`src/core/gpb_regs.vh`:
```
// What this block does
// - bit 0 one means input, zero output
// - bit 1 one inverts the pin signal
// - bit 7 selects open drain or push-pull
// - bit 2 routes pin to its peripheral
// - pins 1.6/1.7 feed joystick B RC inputs
// - pin 2.0 carries keyboard port bit 7
// - pin 2.1 two-bit selector: floppy, edge, kbc
// - pin 2.2 two-bit selector: motor, edge, kbc
// - edge interrupt inputs fire on both edges
// - offset 2E reads zero, writes ignored
// - pin 2.4 has no alternate function
// - pins 3.0-3.3: fan tachs and speed outputs
// - standby reset loads 0x01 by default
// - pins 3.2/3.3 load 0x00 on main/hard reset
// - pin 3.4 loads 0x05 on standby reset
// - pin 3.5 loads 0x04 on every reset
`ifndef GPB_REGS_VH
`define GPB_REGS_VH

`define GPB_NPINS      15
`define GPB_OFS_P16    8'h29
`define GPB_OFS_P17    8'h2A
`define GPB_OFS_P20    8'h2B
`define GPB_OFS_P21    8'h2C
`define GPB_OFS_P22    8'h2D
`define GPB_OFS_RSVD   8'h2E
`define GPB_OFS_P24    8'h2F
`define GPB_OFS_P25    8'h30
`define GPB_OFS_P26    8'h31
`define GPB_OFS_P27    8'h32
`define GPB_OFS_P30    8'h33
`define GPB_OFS_P31    8'h34
`define GPB_OFS_P32    8'h35
`define GPB_OFS_P33    8'h36
`define GPB_OFS_P34    8'h37
`define GPB_OFS_P35    8'h38
`define GPB_OFS_STAT   8'h40
`define GPB_OFS_MASK   8'h41

`define GPB_DIR_BIT    0
`define GPB_INV_BIT    1
`define GPB_SEL_BIT    2
`define GPB_OD_BIT     7

`define GPB_SEL_GPIO   2'h0
`define GPB_SEL_KBC    2'h1
`define GPB_SEL_EDGE   2'h2
`define GPB_SEL_FDD    2'h3

`define GPB_WMASK_ONE  8'h87
`define GPB_WMASK_TWO  8'h8F
`define GPB_WMASK_NONE 8'h83

`define GPB_RST_DFLT   8'h01
`define GPB_RST_P34    8'h05
`define GPB_RST_P35    8'h04
`define GPB_RST_FAN    8'h00

`define GPB_IX_P16     0
`define GPB_IX_P17     1
`define GPB_IX_P20     2
`define GPB_IX_P21     3
`define GPB_IX_P22     4
`define GPB_IX_P24     5
`define GPB_IX_P25     6
`define GPB_IX_P26     7
`define GPB_IX_P27     8
`define GPB_IX_P30     9
`define GPB_IX_P31     10
`define GPB_IX_P32     11
`define GPB_IX_P33     12
`define GPB_IX_P34     13
`define GPB_IX_P35     14
`define GPB_IX_NONE    4'hF

`endif

```
`src/core/gpb_pin.v`:
```
`timescale 1ns/1ps
module gpb_pin (
    // clock and reset
    input  wire core_clk_i,
    input  wire rst_n_i,
    // configuration
    input  wire dir_in_i,
    input  wire inv_i,
    input  wire od_i,
    // internal side
    input  wire dout_i,
    output wire din_o,
    // pad side
    input  wire pad_i,
    output wire pad_o,
    output wire pad_oe_o
);
    reg  s1_r;
    reg  s2_r;
    reg  din_r;
    reg  pad_r;
    reg  oe_r;
    wire pv;

    assign pv       = dout_i ^ inv_i;
    assign din_o    = din_r;
    assign pad_o    = pad_r;
    assign pad_oe_o = oe_r;

    always @(posedge core_clk_i or negedge rst_n_i) begin
        if (!rst_n_i) begin
            s1_r  <= 1'b0;
            s2_r  <= 1'b0;
            din_r <= 1'b0;
            pad_r <= 1'b0;
            oe_r  <= 1'b0;
        end else begin
            s1_r  <= pad_i;
            s2_r  <= s1_r;
            din_r <= s2_r ^ inv_i;
            if (dir_in_i) begin
                pad_r <= 1'b0;
                oe_r  <= 1'b0;
            end else if (od_i) begin
                // open drain only ever pulls low
                pad_r <= 1'b0;
                oe_r  <= ~pv;
            end else begin
                pad_r <= pv;
                oe_r  <= 1'b1;
            end
        end
    end
endmodule // gpb_pin

```
`src/core/gpb_edge.v`:
```
`timescale 1ns/1ps
module gpb_edge (
    // clock and reset
    input  wire core_clk_i,
    input  wire rst_n_i,
    // level in, event out
    input  wire en_i,
    input  wire lvl_i,
    output wire evt_o
);
    reg prev_r;
    reg evt_r;

    assign evt_o = evt_r;

    // prev tracks even while disabled so enabling never fires falsely
    always @(posedge core_clk_i or negedge rst_n_i) begin
        if (!rst_n_i) begin
            prev_r <= 1'b0;
            evt_r  <= 1'b0;
        end else begin
            prev_r <= lvl_i;
            evt_r  <= en_i & (lvl_i ^ prev_r);
        end
    end
endmodule // gpb_edge

```
`src/core/gpb_bank.v`:
```
// Local design decision: the plain strobed port.
`timescale 1ns/1ps
`include "gpb_regs.vh"
module gpb_bank (
    // clock and resets
    input  wire        core_clk_i,
    input  wire        rst_n_i,
    input  wire        main_pwr_rst_i,
    input  wire        hard_rst_i,
    // register port
    input  wire [7:0]  reg_addr_i,
    input  wire [7:0]  reg_wdata_i,
    input  wire        reg_wr_i,
    input  wire        reg_rd_i,
    output wire [7:0]  reg_rdata_o,
    // interrupt
    output wire        irq_o,
    // pads
    input  wire [14:0] pad_in_i,
    output wire [14:0] pad_out_o,
    output wire [14:0] pad_oe_o,
    // gpio data side
    input  wire [14:0] gpio_dout_i,
    output wire [14:0] gpio_din_o,
    // peripheral drives toward pins
    input  wire        kbc_port_bit_7_drv_i,
    input  wire        kbc_port_bit_6_drv_i,
    input  wire        kbc_port_bit_2_drv_i,
    input  wire        floppy_drive_select_b_n_i,
    input  wire        floppy_motor_on_b_n_i,
    input  wire        music_serial_tx_i,
    input  wire        sys_mgmt_irq_n_i,
    input  wire        fan_a_speed_out_i,
    input  wire        fan_b_speed_out_i,
    input  wire        infrared_tx_alt_i,
    // pin values toward peripherals
    output wire        joy_b_x_axis_rc_o,
    output wire        joy_b_y_axis_rc_o,
    output wire        kbc_port_bit_7_o,
    output wire        kbc_port_bit_6_o,
    output wire        kbc_port_bit_2_o,
    output wire        music_serial_rx_o,
    output wire        fan_a_tach_in_o,
    output wire        fan_b_tach_in_o,
    output wire        infrared_rx_alt_o
);
    localparam NP = `GPB_NPINS;
    localparam [8*NP-1:0] CFG_RST = {`GPB_RST_P35, `GPB_RST_P34,
                                     {13{`GPB_RST_DFLT}}};

    reg  [8*NP-1:0] cfg_r;
    reg  [8*NP-1:0] cfg_nxt;
    reg  [1:0]      stat_r;
    reg  [1:0]      stat_nxt;
    reg  [1:0]      mask_r;
    reg  [1:0]      mask_nxt;
    reg             irq_r;
    reg  [7:0]      rdata_r;
    reg  [7:0]      rd_val;
    reg  [3:0]      wr_ix;
    reg  [3:0]      rd_ix;
    reg  [1:0]      mrst_s1_r;
    reg  [1:0]      mrst_s2_r;
    reg  [NP-1:0]   alt_sel;
    reg  [NP-1:0]   pin_src;
    reg  [1:0]      sel21;
    reg  [1:0]      sel22;
    reg             joy_x_r;
    reg             joy_y_r;
    reg             kbc7_r;
    reg             kbc6_r;
    reg             kbc2_r;
    reg             mrx_r;
    reg             tach_a_r;
    reg             tach_b_r;
    reg             irrx_r;
    wire [NP-1:0]   din;
    wire [1:0]      evt;
    wire            mrst_w;

    // pin index for a register offset; 2E falls through as none
    function [3:0] ix_of;
        input [7:0] a;
        reg   [7:0] d;
        begin
            ix_of = `GPB_IX_NONE;
            if (a >= `GPB_OFS_P16 && a <= `GPB_OFS_P22) begin
                d = a - `GPB_OFS_P16;
                ix_of = d[3:0];
            end else if (a >= `GPB_OFS_P24 && a <= `GPB_OFS_P35) begin
                d = a - `GPB_OFS_P24 + 8'h05;
                ix_of = d[3:0];
            end
        end
    endfunction

    // reserved bits are not stored so they always read zero
    function [7:0] wmask_of;
        input [3:0] ix;
        begin
            if (ix == `GPB_IX_P21 || ix == `GPB_IX_P22)
                wmask_of = `GPB_WMASK_TWO;
            else if (ix == `GPB_IX_P24)
                wmask_of = `GPB_WMASK_NONE;
            else
                wmask_of = `GPB_WMASK_ONE;
        end
    endfunction

    assign reg_rdata_o = rdata_r;
    assign irq_o       = irq_r;
    assign gpio_din_o  = din;
    assign mrst_w      = |mrst_s2_r;

    assign joy_b_x_axis_rc_o = joy_x_r;
    assign joy_b_y_axis_rc_o = joy_y_r;
    assign kbc_port_bit_7_o  = kbc7_r;
    assign kbc_port_bit_6_o  = kbc6_r;
    assign kbc_port_bit_2_o  = kbc2_r;
    assign music_serial_rx_o = mrx_r;
    assign fan_a_tach_in_o   = tach_a_r;
    assign fan_b_tach_in_o   = tach_b_r;
    assign infrared_rx_alt_o = irrx_r;

    // configuration register next state
    always @* begin
        cfg_nxt = cfg_r;
        wr_ix   = ix_of(reg_addr_i);
        if (reg_wr_i && wr_ix != `GPB_IX_NONE)
            cfg_nxt[{wr_ix, 3'h0} +: 8] = reg_wdata_i & wmask_of(wr_ix);
        // main power or hard reset overrides a coincident write
        if (mrst_w) begin
            cfg_nxt[8*`GPB_IX_P32 +: 8] = `GPB_RST_FAN;
            cfg_nxt[8*`GPB_IX_P33 +: 8] = `GPB_RST_FAN;
            cfg_nxt[8*`GPB_IX_P35 +: 8] = `GPB_RST_P35;
        end
    end

    // function routing
    always @* begin
        sel21   = cfg_r[8*`GPB_IX_P21+`GPB_SEL_BIT +: 2];
        sel22   = cfg_r[8*`GPB_IX_P22+`GPB_SEL_BIT +: 2];
        alt_sel = {NP{1'b0}};
        pin_src = gpio_dout_i;
        alt_sel[`GPB_IX_P16] = cfg_r[8*`GPB_IX_P16+`GPB_SEL_BIT];
        alt_sel[`GPB_IX_P17] = cfg_r[8*`GPB_IX_P17+`GPB_SEL_BIT];
        alt_sel[`GPB_IX_P20] = cfg_r[8*`GPB_IX_P20+`GPB_SEL_BIT];
        alt_sel[`GPB_IX_P21] = (sel21 != `GPB_SEL_GPIO);
        alt_sel[`GPB_IX_P22] = (sel22 != `GPB_SEL_GPIO);
        alt_sel[`GPB_IX_P25] = cfg_r[8*`GPB_IX_P25+`GPB_SEL_BIT];
        alt_sel[`GPB_IX_P26] = cfg_r[8*`GPB_IX_P26+`GPB_SEL_BIT];
        alt_sel[`GPB_IX_P27] = cfg_r[8*`GPB_IX_P27+`GPB_SEL_BIT];
        alt_sel[`GPB_IX_P30] = cfg_r[8*`GPB_IX_P30+`GPB_SEL_BIT];
        alt_sel[`GPB_IX_P31] = cfg_r[8*`GPB_IX_P31+`GPB_SEL_BIT];
        alt_sel[`GPB_IX_P32] = cfg_r[8*`GPB_IX_P32+`GPB_SEL_BIT];
        alt_sel[`GPB_IX_P33] = cfg_r[8*`GPB_IX_P33+`GPB_SEL_BIT];
        alt_sel[`GPB_IX_P34] = cfg_r[8*`GPB_IX_P34+`GPB_SEL_BIT];
        alt_sel[`GPB_IX_P35] = cfg_r[8*`GPB_IX_P35+`GPB_SEL_BIT];
        // input-only functions leave the gpio data on the output path
        if (alt_sel[`GPB_IX_P20])
            pin_src[`GPB_IX_P20] = kbc_port_bit_7_drv_i;
        case (sel21)
            `GPB_SEL_FDD:
                pin_src[`GPB_IX_P21] = floppy_drive_select_b_n_i;
            `GPB_SEL_KBC:
                pin_src[`GPB_IX_P21] = kbc_port_bit_6_drv_i;
            default:
                pin_src[`GPB_IX_P21] = gpio_dout_i[`GPB_IX_P21];
        endcase
        case (sel22)
            `GPB_SEL_FDD:
                pin_src[`GPB_IX_P22] = floppy_motor_on_b_n_i;
            `GPB_SEL_KBC:
                pin_src[`GPB_IX_P22] = kbc_port_bit_2_drv_i;
            default:
                pin_src[`GPB_IX_P22] = gpio_dout_i[`GPB_IX_P22];
        endcase
        if (alt_sel[`GPB_IX_P26])
            pin_src[`GPB_IX_P26] = music_serial_tx_i;
        if (alt_sel[`GPB_IX_P27])
            pin_src[`GPB_IX_P27] = sys_mgmt_irq_n_i;
        if (alt_sel[`GPB_IX_P32])
            pin_src[`GPB_IX_P32] = fan_b_speed_out_i;
        if (alt_sel[`GPB_IX_P33])
            pin_src[`GPB_IX_P33] = fan_a_speed_out_i;
        if (alt_sel[`GPB_IX_P35])
            pin_src[`GPB_IX_P35] = infrared_tx_alt_i;
    end

    genvar g;
    generate
        for (g = 0; g < NP; g = g + 1) begin : pin
            gpb_pin u_pin (
                .core_clk_i (core_clk_i),
                .rst_n_i    (rst_n_i),
                .dir_in_i   (cfg_r[8*g+`GPB_DIR_BIT]),
                .inv_i      (cfg_r[8*g+`GPB_INV_BIT]),
                .od_i       (cfg_r[8*g+`GPB_OD_BIT]),
                .dout_i     (pin_src[g]),
                .din_o      (din[g]),
                .pad_i      (pad_in_i[g]),
                .pad_o      (pad_out_o[g]),
                .pad_oe_o   (pad_oe_o[g])
            );
        end
    endgenerate

    gpb_edge u_edge0 (
        .core_clk_i (core_clk_i),
        .rst_n_i    (rst_n_i),
        .en_i       (sel21 == `GPB_SEL_EDGE),
        .lvl_i      (din[`GPB_IX_P21]),
        .evt_o      (evt[0])
    );

    gpb_edge u_edge1 (
        .core_clk_i (core_clk_i),
        .rst_n_i    (rst_n_i),
        .en_i       (sel22 == `GPB_SEL_EDGE),
        .lvl_i      (din[`GPB_IX_P22]),
        .evt_o      (evt[1])
    );

    // register reads, status clear on read, mask writes
    always @* begin
        rd_ix    = ix_of(reg_addr_i);
        rd_val   = 8'h00;
        stat_nxt = stat_r;
        mask_nxt = mask_r;
        if (rd_ix != `GPB_IX_NONE)
            rd_val = cfg_r[{rd_ix, 3'h0} +: 8];
        else if (reg_addr_i == `GPB_OFS_STAT)
            rd_val = {6'h00, stat_r};
        else if (reg_addr_i == `GPB_OFS_MASK)
            rd_val = {6'h00, mask_r};
        if (reg_rd_i && reg_addr_i == `GPB_OFS_STAT)
            stat_nxt = 2'h0;
        // a new event in the clearing cycle survives
        stat_nxt = stat_nxt | evt;
        if (reg_wr_i && reg_addr_i == `GPB_OFS_MASK)
            mask_nxt = reg_wdata_i[1:0];
    end

    always @(posedge core_clk_i or negedge rst_n_i) begin
        if (!rst_n_i) begin
            cfg_r     <= CFG_RST;
            stat_r    <= 2'h0;
            mask_r    <= 2'h0;
            irq_r     <= 1'b0;
            rdata_r   <= 8'h00;
            mrst_s1_r <= 2'h0;
            mrst_s2_r <= 2'h0;
        end else begin
            cfg_r     <= cfg_nxt;
            stat_r    <= stat_nxt;
            mask_r    <= mask_nxt;
            irq_r     <= |(stat_nxt & mask_nxt);
            rdata_r   <= reg_rd_i ? rd_val : 8'h00;
            mrst_s1_r <= {hard_rst_i, main_pwr_rst_i};
            mrst_s2_r <= mrst_s1_r;
        end
    end

    // unselected function inputs idle high, like a pulled-up pin
    always @(posedge core_clk_i or negedge rst_n_i) begin
        if (!rst_n_i) begin
            joy_x_r  <= 1'b1;
            joy_y_r  <= 1'b1;
            kbc7_r   <= 1'b1;
            kbc6_r   <= 1'b1;
            kbc2_r   <= 1'b1;
            mrx_r    <= 1'b1;
            tach_a_r <= 1'b1;
            tach_b_r <= 1'b1;
            irrx_r   <= 1'b1;
        end else begin
            joy_x_r  <= alt_sel[`GPB_IX_P16] ? din[`GPB_IX_P16] : 1'b1;
            joy_y_r  <= alt_sel[`GPB_IX_P17] ? din[`GPB_IX_P17] : 1'b1;
            kbc7_r   <= alt_sel[`GPB_IX_P20] ? din[`GPB_IX_P20] : 1'b1;
            kbc6_r   <= (sel21 == `GPB_SEL_KBC) ? din[`GPB_IX_P21] : 1'b1;
            kbc2_r   <= (sel22 == `GPB_SEL_KBC) ? din[`GPB_IX_P22] : 1'b1;
            mrx_r    <= alt_sel[`GPB_IX_P25] ? din[`GPB_IX_P25] : 1'b1;
            tach_b_r <= alt_sel[`GPB_IX_P30] ? din[`GPB_IX_P30] : 1'b1;
            tach_a_r <= alt_sel[`GPB_IX_P31] ? din[`GPB_IX_P31] : 1'b1;
            irrx_r   <= alt_sel[`GPB_IX_P34] ? din[`GPB_IX_P34] : 1'b1;
        end
    end
endmodule // gpb_bank

```
`config.mk`:
```
export PLATFORM = sky130hd
export DESIGN_NAME = gpb_bank
export DESIGN_NICKNAME = d
export VERILOG_FILES = /design/src/core/gpb_pin.v /design/src/core/gpb_edge.v /design/src/core/gpb_bank.v
export VERILOG_INCLUDE_DIRS = /design/src /design/src/core
export SDC_FILE = /design/constraint.sdc
export NUM_CORES = 1
export LEC_CHECK = 0
export BUFFER_PORTS_ARGS = -buffer_cell sky130_fd_sc_hd__buf_4
export CAP_MARGIN = 10
export CORE_UTILIZATION = 40
export DETAILED_ROUTE_END_ITERATION = 10
export GPL_TIMING_DRIVEN = 0
export PLACE_DENSITY_LB_ADDON = 0.25
export REMOVE_ABC_BUFFERS = 1
export SLEW_MARGIN = 20
export SYNTH_ARGS = -nofsm -noshare
export SYNTH_HDL_FRONTEND = slang
export SYNTH_SLANG_ARGS = --single-unit
```
`constraint.sdc`:
```
create_clock -name core_clk_i -period 1.4 [get_ports core_clk_i]
set_input_delay 0.07 -clock core_clk_i [delete_from_list [all_inputs] [get_ports core_clk_i]]
set_output_delay 0.07 -clock core_clk_i [all_outputs]
set_load 0.02 [all_outputs]
```
* After elaboration in Yosys (flattened, before gate mapping) *
Index checks and enable logic that the tools add are counted.

storage, ports and cells
  output and inout bits = 63
  word-level logic and storage cells = 272
  flip-flop bits (word level) = 225
  bits of input ports = 62

cells by class
  magnitude comparators = 4
  $add $sub $neg = 4
  bitwise operators = 52
  equality and inequality tests = 12
  shift-type cells = 3
  reduce and logical (&&, ||, !) cells = 9
  mux-type cells = 92

operators by type and width
  kind                     number
  $bwmux 120               1
  $mux 120                 1
  $shift 8x9->120 const A  1
  $shiftx 120x8->8         1
  $shiftx 8x9->120         1
  $mux 1                   75
  $mux 8                   4
  $xor 1x1->1              32
  $eq 8x7->1 const B       2
  $ge 8x6->1 const B       2
  $le 8x6->1 const B       2
  $mux 16                  1
  $not 1->1                15
  $mux 4                   3
  $neg 7->9                1
  $and 8x8->8              1
  $eq 2x2->1 const B       4
  $eq 4x3->1 const B       2
  $mux 2                   4
  $sub 4x4->4 const B      2
  $logic_and 1x1->1        5
  $add 4x3->4 const B      1
  $eq 2x1->1 const B       2
  $eq 4x2->1 const B       1
  other kinds (9)          12

* Longest topological paths before layout *
  depth in word-level cells = 13
  mapped depth = 15
  depth with buffers taken out = 13

* Modules after synthesis *
From an unflattened synthesis, not the netlist that was laid out.

unflattened totals
  cells, all modules = 651
  area, all modules = 7963.9 µm²

by module, submodules not included
  module    seq. area each (µm²)  cells each  area each (µm²)  times used
  gpb_bank  2508.7                508         5431.5           1
  gpb_pin   125.1                 9           160.2            15
  gpb_edge  50.0                  4           65.1             2

* Least setup slack after synthesis *
OpenSTA, ideal clock, no wires.

  path type = input port to flip-flop
  start = input reg_addr_i[1]
  end = register cfg_r[111]
  arrival = 3089 ps
  required time = 1275 ps
  slack = -1814 ps
  buffers on the path = 1
  setup time = 125 ps
  stages = 13
  cells stage by stage = inv_1 -> ha_1 -> xnor2_1 -> and3b_2 -> o211a_1 -> nor2_2 -> inv_1 -> ha_1 -> clkbuf_1 -> nor3_1 -> nand2_1 -> a2111oi_4 -> mux2_2

between the ends
  word-level cells in the longest chain between the ends = 11
  elaborated cells on any way between the ends = 25
  classes of those cells = add/sub (4); order compare (4); eq/ne (4); shift (2); mux (6); bitwise (1); reduce/logical (4)

RTL lines
  what                                                        line            source
  start: declaration                                          gpb_bank.v:11   input wire [7:0] reg_addr_i,
  $sub 4x4->4 (no source line), or another cell as far along  -
  $add 4x3->4 or $logic_and 1x1->1 (tied branches)            -
  $mux 4                                                      gpb_bank.v:90   end else if (a >= `GPB_OFS_P24 && a <= `GPB_OFS_P35) begin
  $mux 4 (*)                                                  gpb_bank.v:87   if (a >= `GPB_OFS_P16 && a <= `GPB_OFS_P22) begin
  $eq 4x3->1 (no source line) or $eq 4x2->1 (tied branches)   -
  $mux 3 or $logic_or 1x1->1 (tied branches)                  -
  $mux 4                                                      gpb_bank.v:101  if (ix == `GPB_IX_P21 || ix == `GPB_IX_P22)
  $mux 8                                                      gpb_bank.v:129  if (reg_wr_i && wr_ix != `GPB_IX_NONE)
  $and 8x8->8                                                 gpb_bank.v:130  cfg_nxt[{wr_ix, 3'h0} +: 8] = reg_wdata_i & wmask_of(wr_ix);
  $shiftx 8x9->120                                            gpb_bank.v:130
  $bwmux 120                                                  gpb_bank.v:130
  end signal: assignment                                      gpb_bank.v:254  cfg_r <= cfg_nxt;
  end: declaration                                            gpb_bank.v:51   reg [8*NP-1:0] cfg_r;

Every way passes the cells marked *; elsewhere a longest branch is shown, timed or not. The select of a mux whose other input is x is not followed.
A chain may end at the register's enable or synchronous reset.

* Worst setup path after layout *
  start = input reg_addr_i[0]
  end = register cfg_r[42]

Same word-level chain as after synthesis.

==> parameters.txt <==
Parameter                              Value

Worst hold path
  Worst Hold Depth    3
  Class of the tightest hold or removal check    primary input to flip-flop
  Source of the worst hold timing path    reg_wdata_i[7]
  Worst hold endpoint    cfg_r[95]$_DFFE_PN0P_

Global route
  Global-route wire length before repair    34900 um
  Number of global-route vias before repair    5933
  Global-route usage over all layers    0.231
  Number of antenna violations at the first check in global routing    0
  Overall overflow remaining after global route    0
  Largest net degree at the start of global routing    100

Cells and area
  Commonest non-fill, non-tap cells in the layout    166 x sky130_fd_sc_hd__buf_4, 152 x sky130_fd_sc_hd__dfrtp_1, 40 x sky130_fd_sc_hd__mux2_4, 33 x sky130_fd_sc_hd__mux2i_1, 26 x sky130_fd_sc_hd__dlygate4sd3_1
  Number of inserted diodes    0
  Layout Utilization    0.573
  Final-stage net count    888
  Area of combinational cells with multiple inputs    3770 um^2
  Total non-filler cell area in the finished layout    11300 um^2
  Non-filler instance count after layout    1096
  Area growth from synthesis to layout    39.5%
  Fraction of layout cells with a size suffix above 1    0.493
  Leading cell type in the layout, fill and taps excluded    sky130_fd_sc_hd__buf_4
  Number of filler cells placed in the layout    1590
  Register area    4490 um^2

STA
  Min Hold Slack    0.0262 ns
  Setup skew after layout    0.00327 ns
  Setup repair after global routing missed its margin    yes
  Achievable Freq    383 MHz
  Setup-failing EPs final    80
  Worst Slack Setup Final    -1.21 ns
  Period Utilization, post-route    1.87
  Transition time at the pin with the least slew margin    0.746 ns
  Post-layout minimum cycle time    2.61 ns
  Tightest slew margin relative to the limit    0.499
  Final Hold Viols    0
  Final TNS setup    -86.59 ns
  Final Max Slew Viols    0

Floorplan
  I/O Pins    125
  DIE AREA    20800 um^2
  Placeable core area    19700 um^2
  Count of standard-cell rows    51
  Effective utilization at floorplan    0.411
  Height of the die    144 um
  X dimension of the die    144 um

Power and ir drop
  Cell area power density    1010 nW/um^2
  Static power due to leakage    4.98 nW
  Peak supply drop    0.760 mV
  Post-layout total power    11.4 mW

CTS
  Worst-path clk slew    0.07 ns
  Clock network latency to the later pin of the worst-skew pair    0.43 ns
  CTS sink count    178
  Total clock buffers created by CTS    17
  CTS tree    done
  Root buf cell    sky130_fd_sc_hd__clkbuf_16
  Clock buffer depth    2
  Htree depth    4

Outcome
  Result of the run    finished, violations left
  Failing checks    negative setup slack

Yosys
  Mapped cell area    8070 um^2
  Cell types with the largest area share after synthesis    sky130_fd_sc_hd__dfrtp_1 47%, sky130_fd_sc_hd__dfstp_2 8.1%, sky130_fd_sc_hd__mux2_2 7.3%
  Synth cell types    68
  Number of instances in the synthesized netlist    638
  Fraction of registers with async set or reset after synthesis    1.00
  Avg Synthesized Cell Area    12.7 um^2
  Dominant register cell in the synthesized netlist    sky130_fd_sc_hd__dfrtp_1
  Number of register bits inferred by synthesis    178
  Number of warnings issued by yosys    0
  Proportion of netlist area held by the largest area contributor    0.474
  Number of flops mapped to enable cells by yosys    0
  Fraction of the yosys area taken by sequential cells    0.556
  Leading area contributor after synthesis    sky130_fd_sc_hd__dfrtp_1

Critical path
  Crit start category    primary input
  Kind of capture point of the worst setup path    flip-flop
  Worst endpoint required time    1.72 ns
  Path depth of the worst reg2reg path    4
  Beginning of the worst register-to-register path    cfg_r[55]$_DFFE_PN0P_
  Critical R2R Capture    reg_rdata_o[7]$_DFF_PN0_
  R2r setup slk    -0.12 ns
  Worst Path Max Fanout    7
  Critical path type    primary input to flip-flop
  Crit path arrival time    2.93 ns

Place
  IO buf count    121
  Setup slack at placement    -3.21 ns
  Total instance count after detailed placement    956
  Routability cong.    0.878
  Placed cell area    8910 um^2
  Final HPWL DP    13900 um

Route
  Number of vias after detailed routing    5852
  Detailed-routing iteration count for the pre-antenna-repair pass    5
  DRT iter0 DRCs    329
  Count of nets left with antenna violations after detail routing    0
  DRC violation count after routing    0
  Per-cell via count in the routed design    5.34
  Sum of routed wire length over all layers    23200 um
  Wire length per cell    21.1 um

Job
  Count of maximum capacitance violations    0
## logic make-up (layout without fill, tap and decap cells)
logic type | after synthesis | in the layout | share of synthesized area
flops | 178 | 178 | 0.556
buf+inv | 80 | 272 | 0.0635
mux | 92 | 92 | 0.128
fa+ha+maj | 8 | 8 | 0.0124
other cells | 1 | 1 | 0.000464
compound gates | 109 | 109 | 0.0996
simple gates | 136 | 137 | 0.104
xor+xnor | 34 | 34 | 0.0369
## Yosys cell counts (all sizes together), types with 9 or more instances
| cell | instances |
|---|---|
| dfrtp | 153 |
| nand2b | 9 |
| nor3b | 18 |
| nor3 | 9 |
| buf | 58 |
| nand2 | 16 |
| dfstp | 25 |
| o211ai | 13 |
| xnor2 | 12 |
| mux2 | 56 |
| o21ai | 23 |
| nand3 | 26 |
| xor2 | 22 |
| nor2 | 21 |
| clkbuf | 12 |
| inv | 9 |
| a21oi | 28 |
| mux2i | 34 |
## where the power goes
part | internal, mW | leakage [nW] | total (mW) | switching (mW)
sequential | 5.36 | 2.16 | 5.50 | 0.133
clock | 2.43 | 0.268 | 4.49 | 2.06
combinational | 0.673 | 2.56 | 1.41 | 0.734
## how the worst max path moves through the flow
stage / to / slack [ns] / start
floorplan: cfg_r[17]$_DFFE_PN0P_ / -2.02 / reg_addr_i[1]
global placement: cfg_r[66]$_DFFE_PN0P_ / -3.12 / reg_addr_i[1]
detailed placement: cfg_r[65]$_DFFE_PN0P_ / -3.21 / reg_addr_i[1]
CTS: cfg_r[42]$_DFFE_PN0P_ / -1.13 / reg_addr_i[1]
global route: cfg_r[42]$_DFFE_PN0P_ / -1.27 / reg_addr_i[0]
finish: cfg_r[42]$_DFFE_PN0P_ / -1.21 / reg_addr_i[0]
## what timing repair did
action / in CTS / in global routing
setup endpoints to repair: 83 / 83
setup buffers: 44 / 35
hold endpoints to repair: 103 / 0
resized for setup: 141 / 47
hold buffers: 26 / 0
pin swaps: 34 / 27
cloned: 2 / 1
## sequential cells by signal, indices dropped and copies added (netlist names), 2 cells and up
register,flops
pin.u_pin.s1_r,15
mask_r,2
pin.u_pin.s2_r,15
mrst_s2_r,2
reg_rdata_o,6
pin.u_pin.pad_oe_o,15
stat_r,2
pin.u_pin.din_o,15
cfg_r,75
pin.u_pin.pad_o,15
mrst_s1_r,2
## layer usage
| metal | vias up | part of all wire | track usage |
|---|---|---|---|
| met5 | - | 0 | 0 |
| met4 | 0 | 0.023 | 0.0817 |
| met3 | 42 | 0.048 | 0.0474 |
| met2 | 192 | 0.49 | 0.380 |
| met1 | 3015 | 0.44 | 0.302 |
| li1 | 2603 | - | - |
## area by class of cell
cell class                      instances  area share
Sequential cell                       178       0.398
Multi-Input combinational cell        381       0.335
Timing Repair Buffer                  229       0.181
Clock buffer                           22      0.0421
Tap cell                              265      0.0294
Clock inverter                         10     0.00656
Inverter                               10     0.00633
Timing Repair inverter                  1    0.000778
## critical path: stages
cell and delay (ns):
sky130_fd_sc_hd__buf_12 0.10, sky130_fd_sc_hd__inv_8 0.04, sky130_fd_sc_hd__ha_4 0.17, sky130_fd_sc_hd__xnor2_4 0.14, sky130_fd_sc_hd__buf_6 0.13, sky130_fd_sc_hd__o211ai_1 0.32
sky130_fd_sc_hd__nor2_2 0.14, sky130_fd_sc_hd__nor2_4 0.21, sky130_fd_sc_hd__clkinvlp_4 0.17, sky130_fd_sc_hd__buf_6 0.16, sky130_fd_sc_hd__ha_4 0.25, sky130_fd_sc_hd__nand2b_4 0.21
sky130_fd_sc_hd__buf_6 0.16, sky130_fd_sc_hd__nor3_4 0.21, sky130_fd_sc_hd__buf_12 0.16, sky130_fd_sc_hd__mux2_4 0.30
Note: power is estimated with default switching activity, not from simulation.
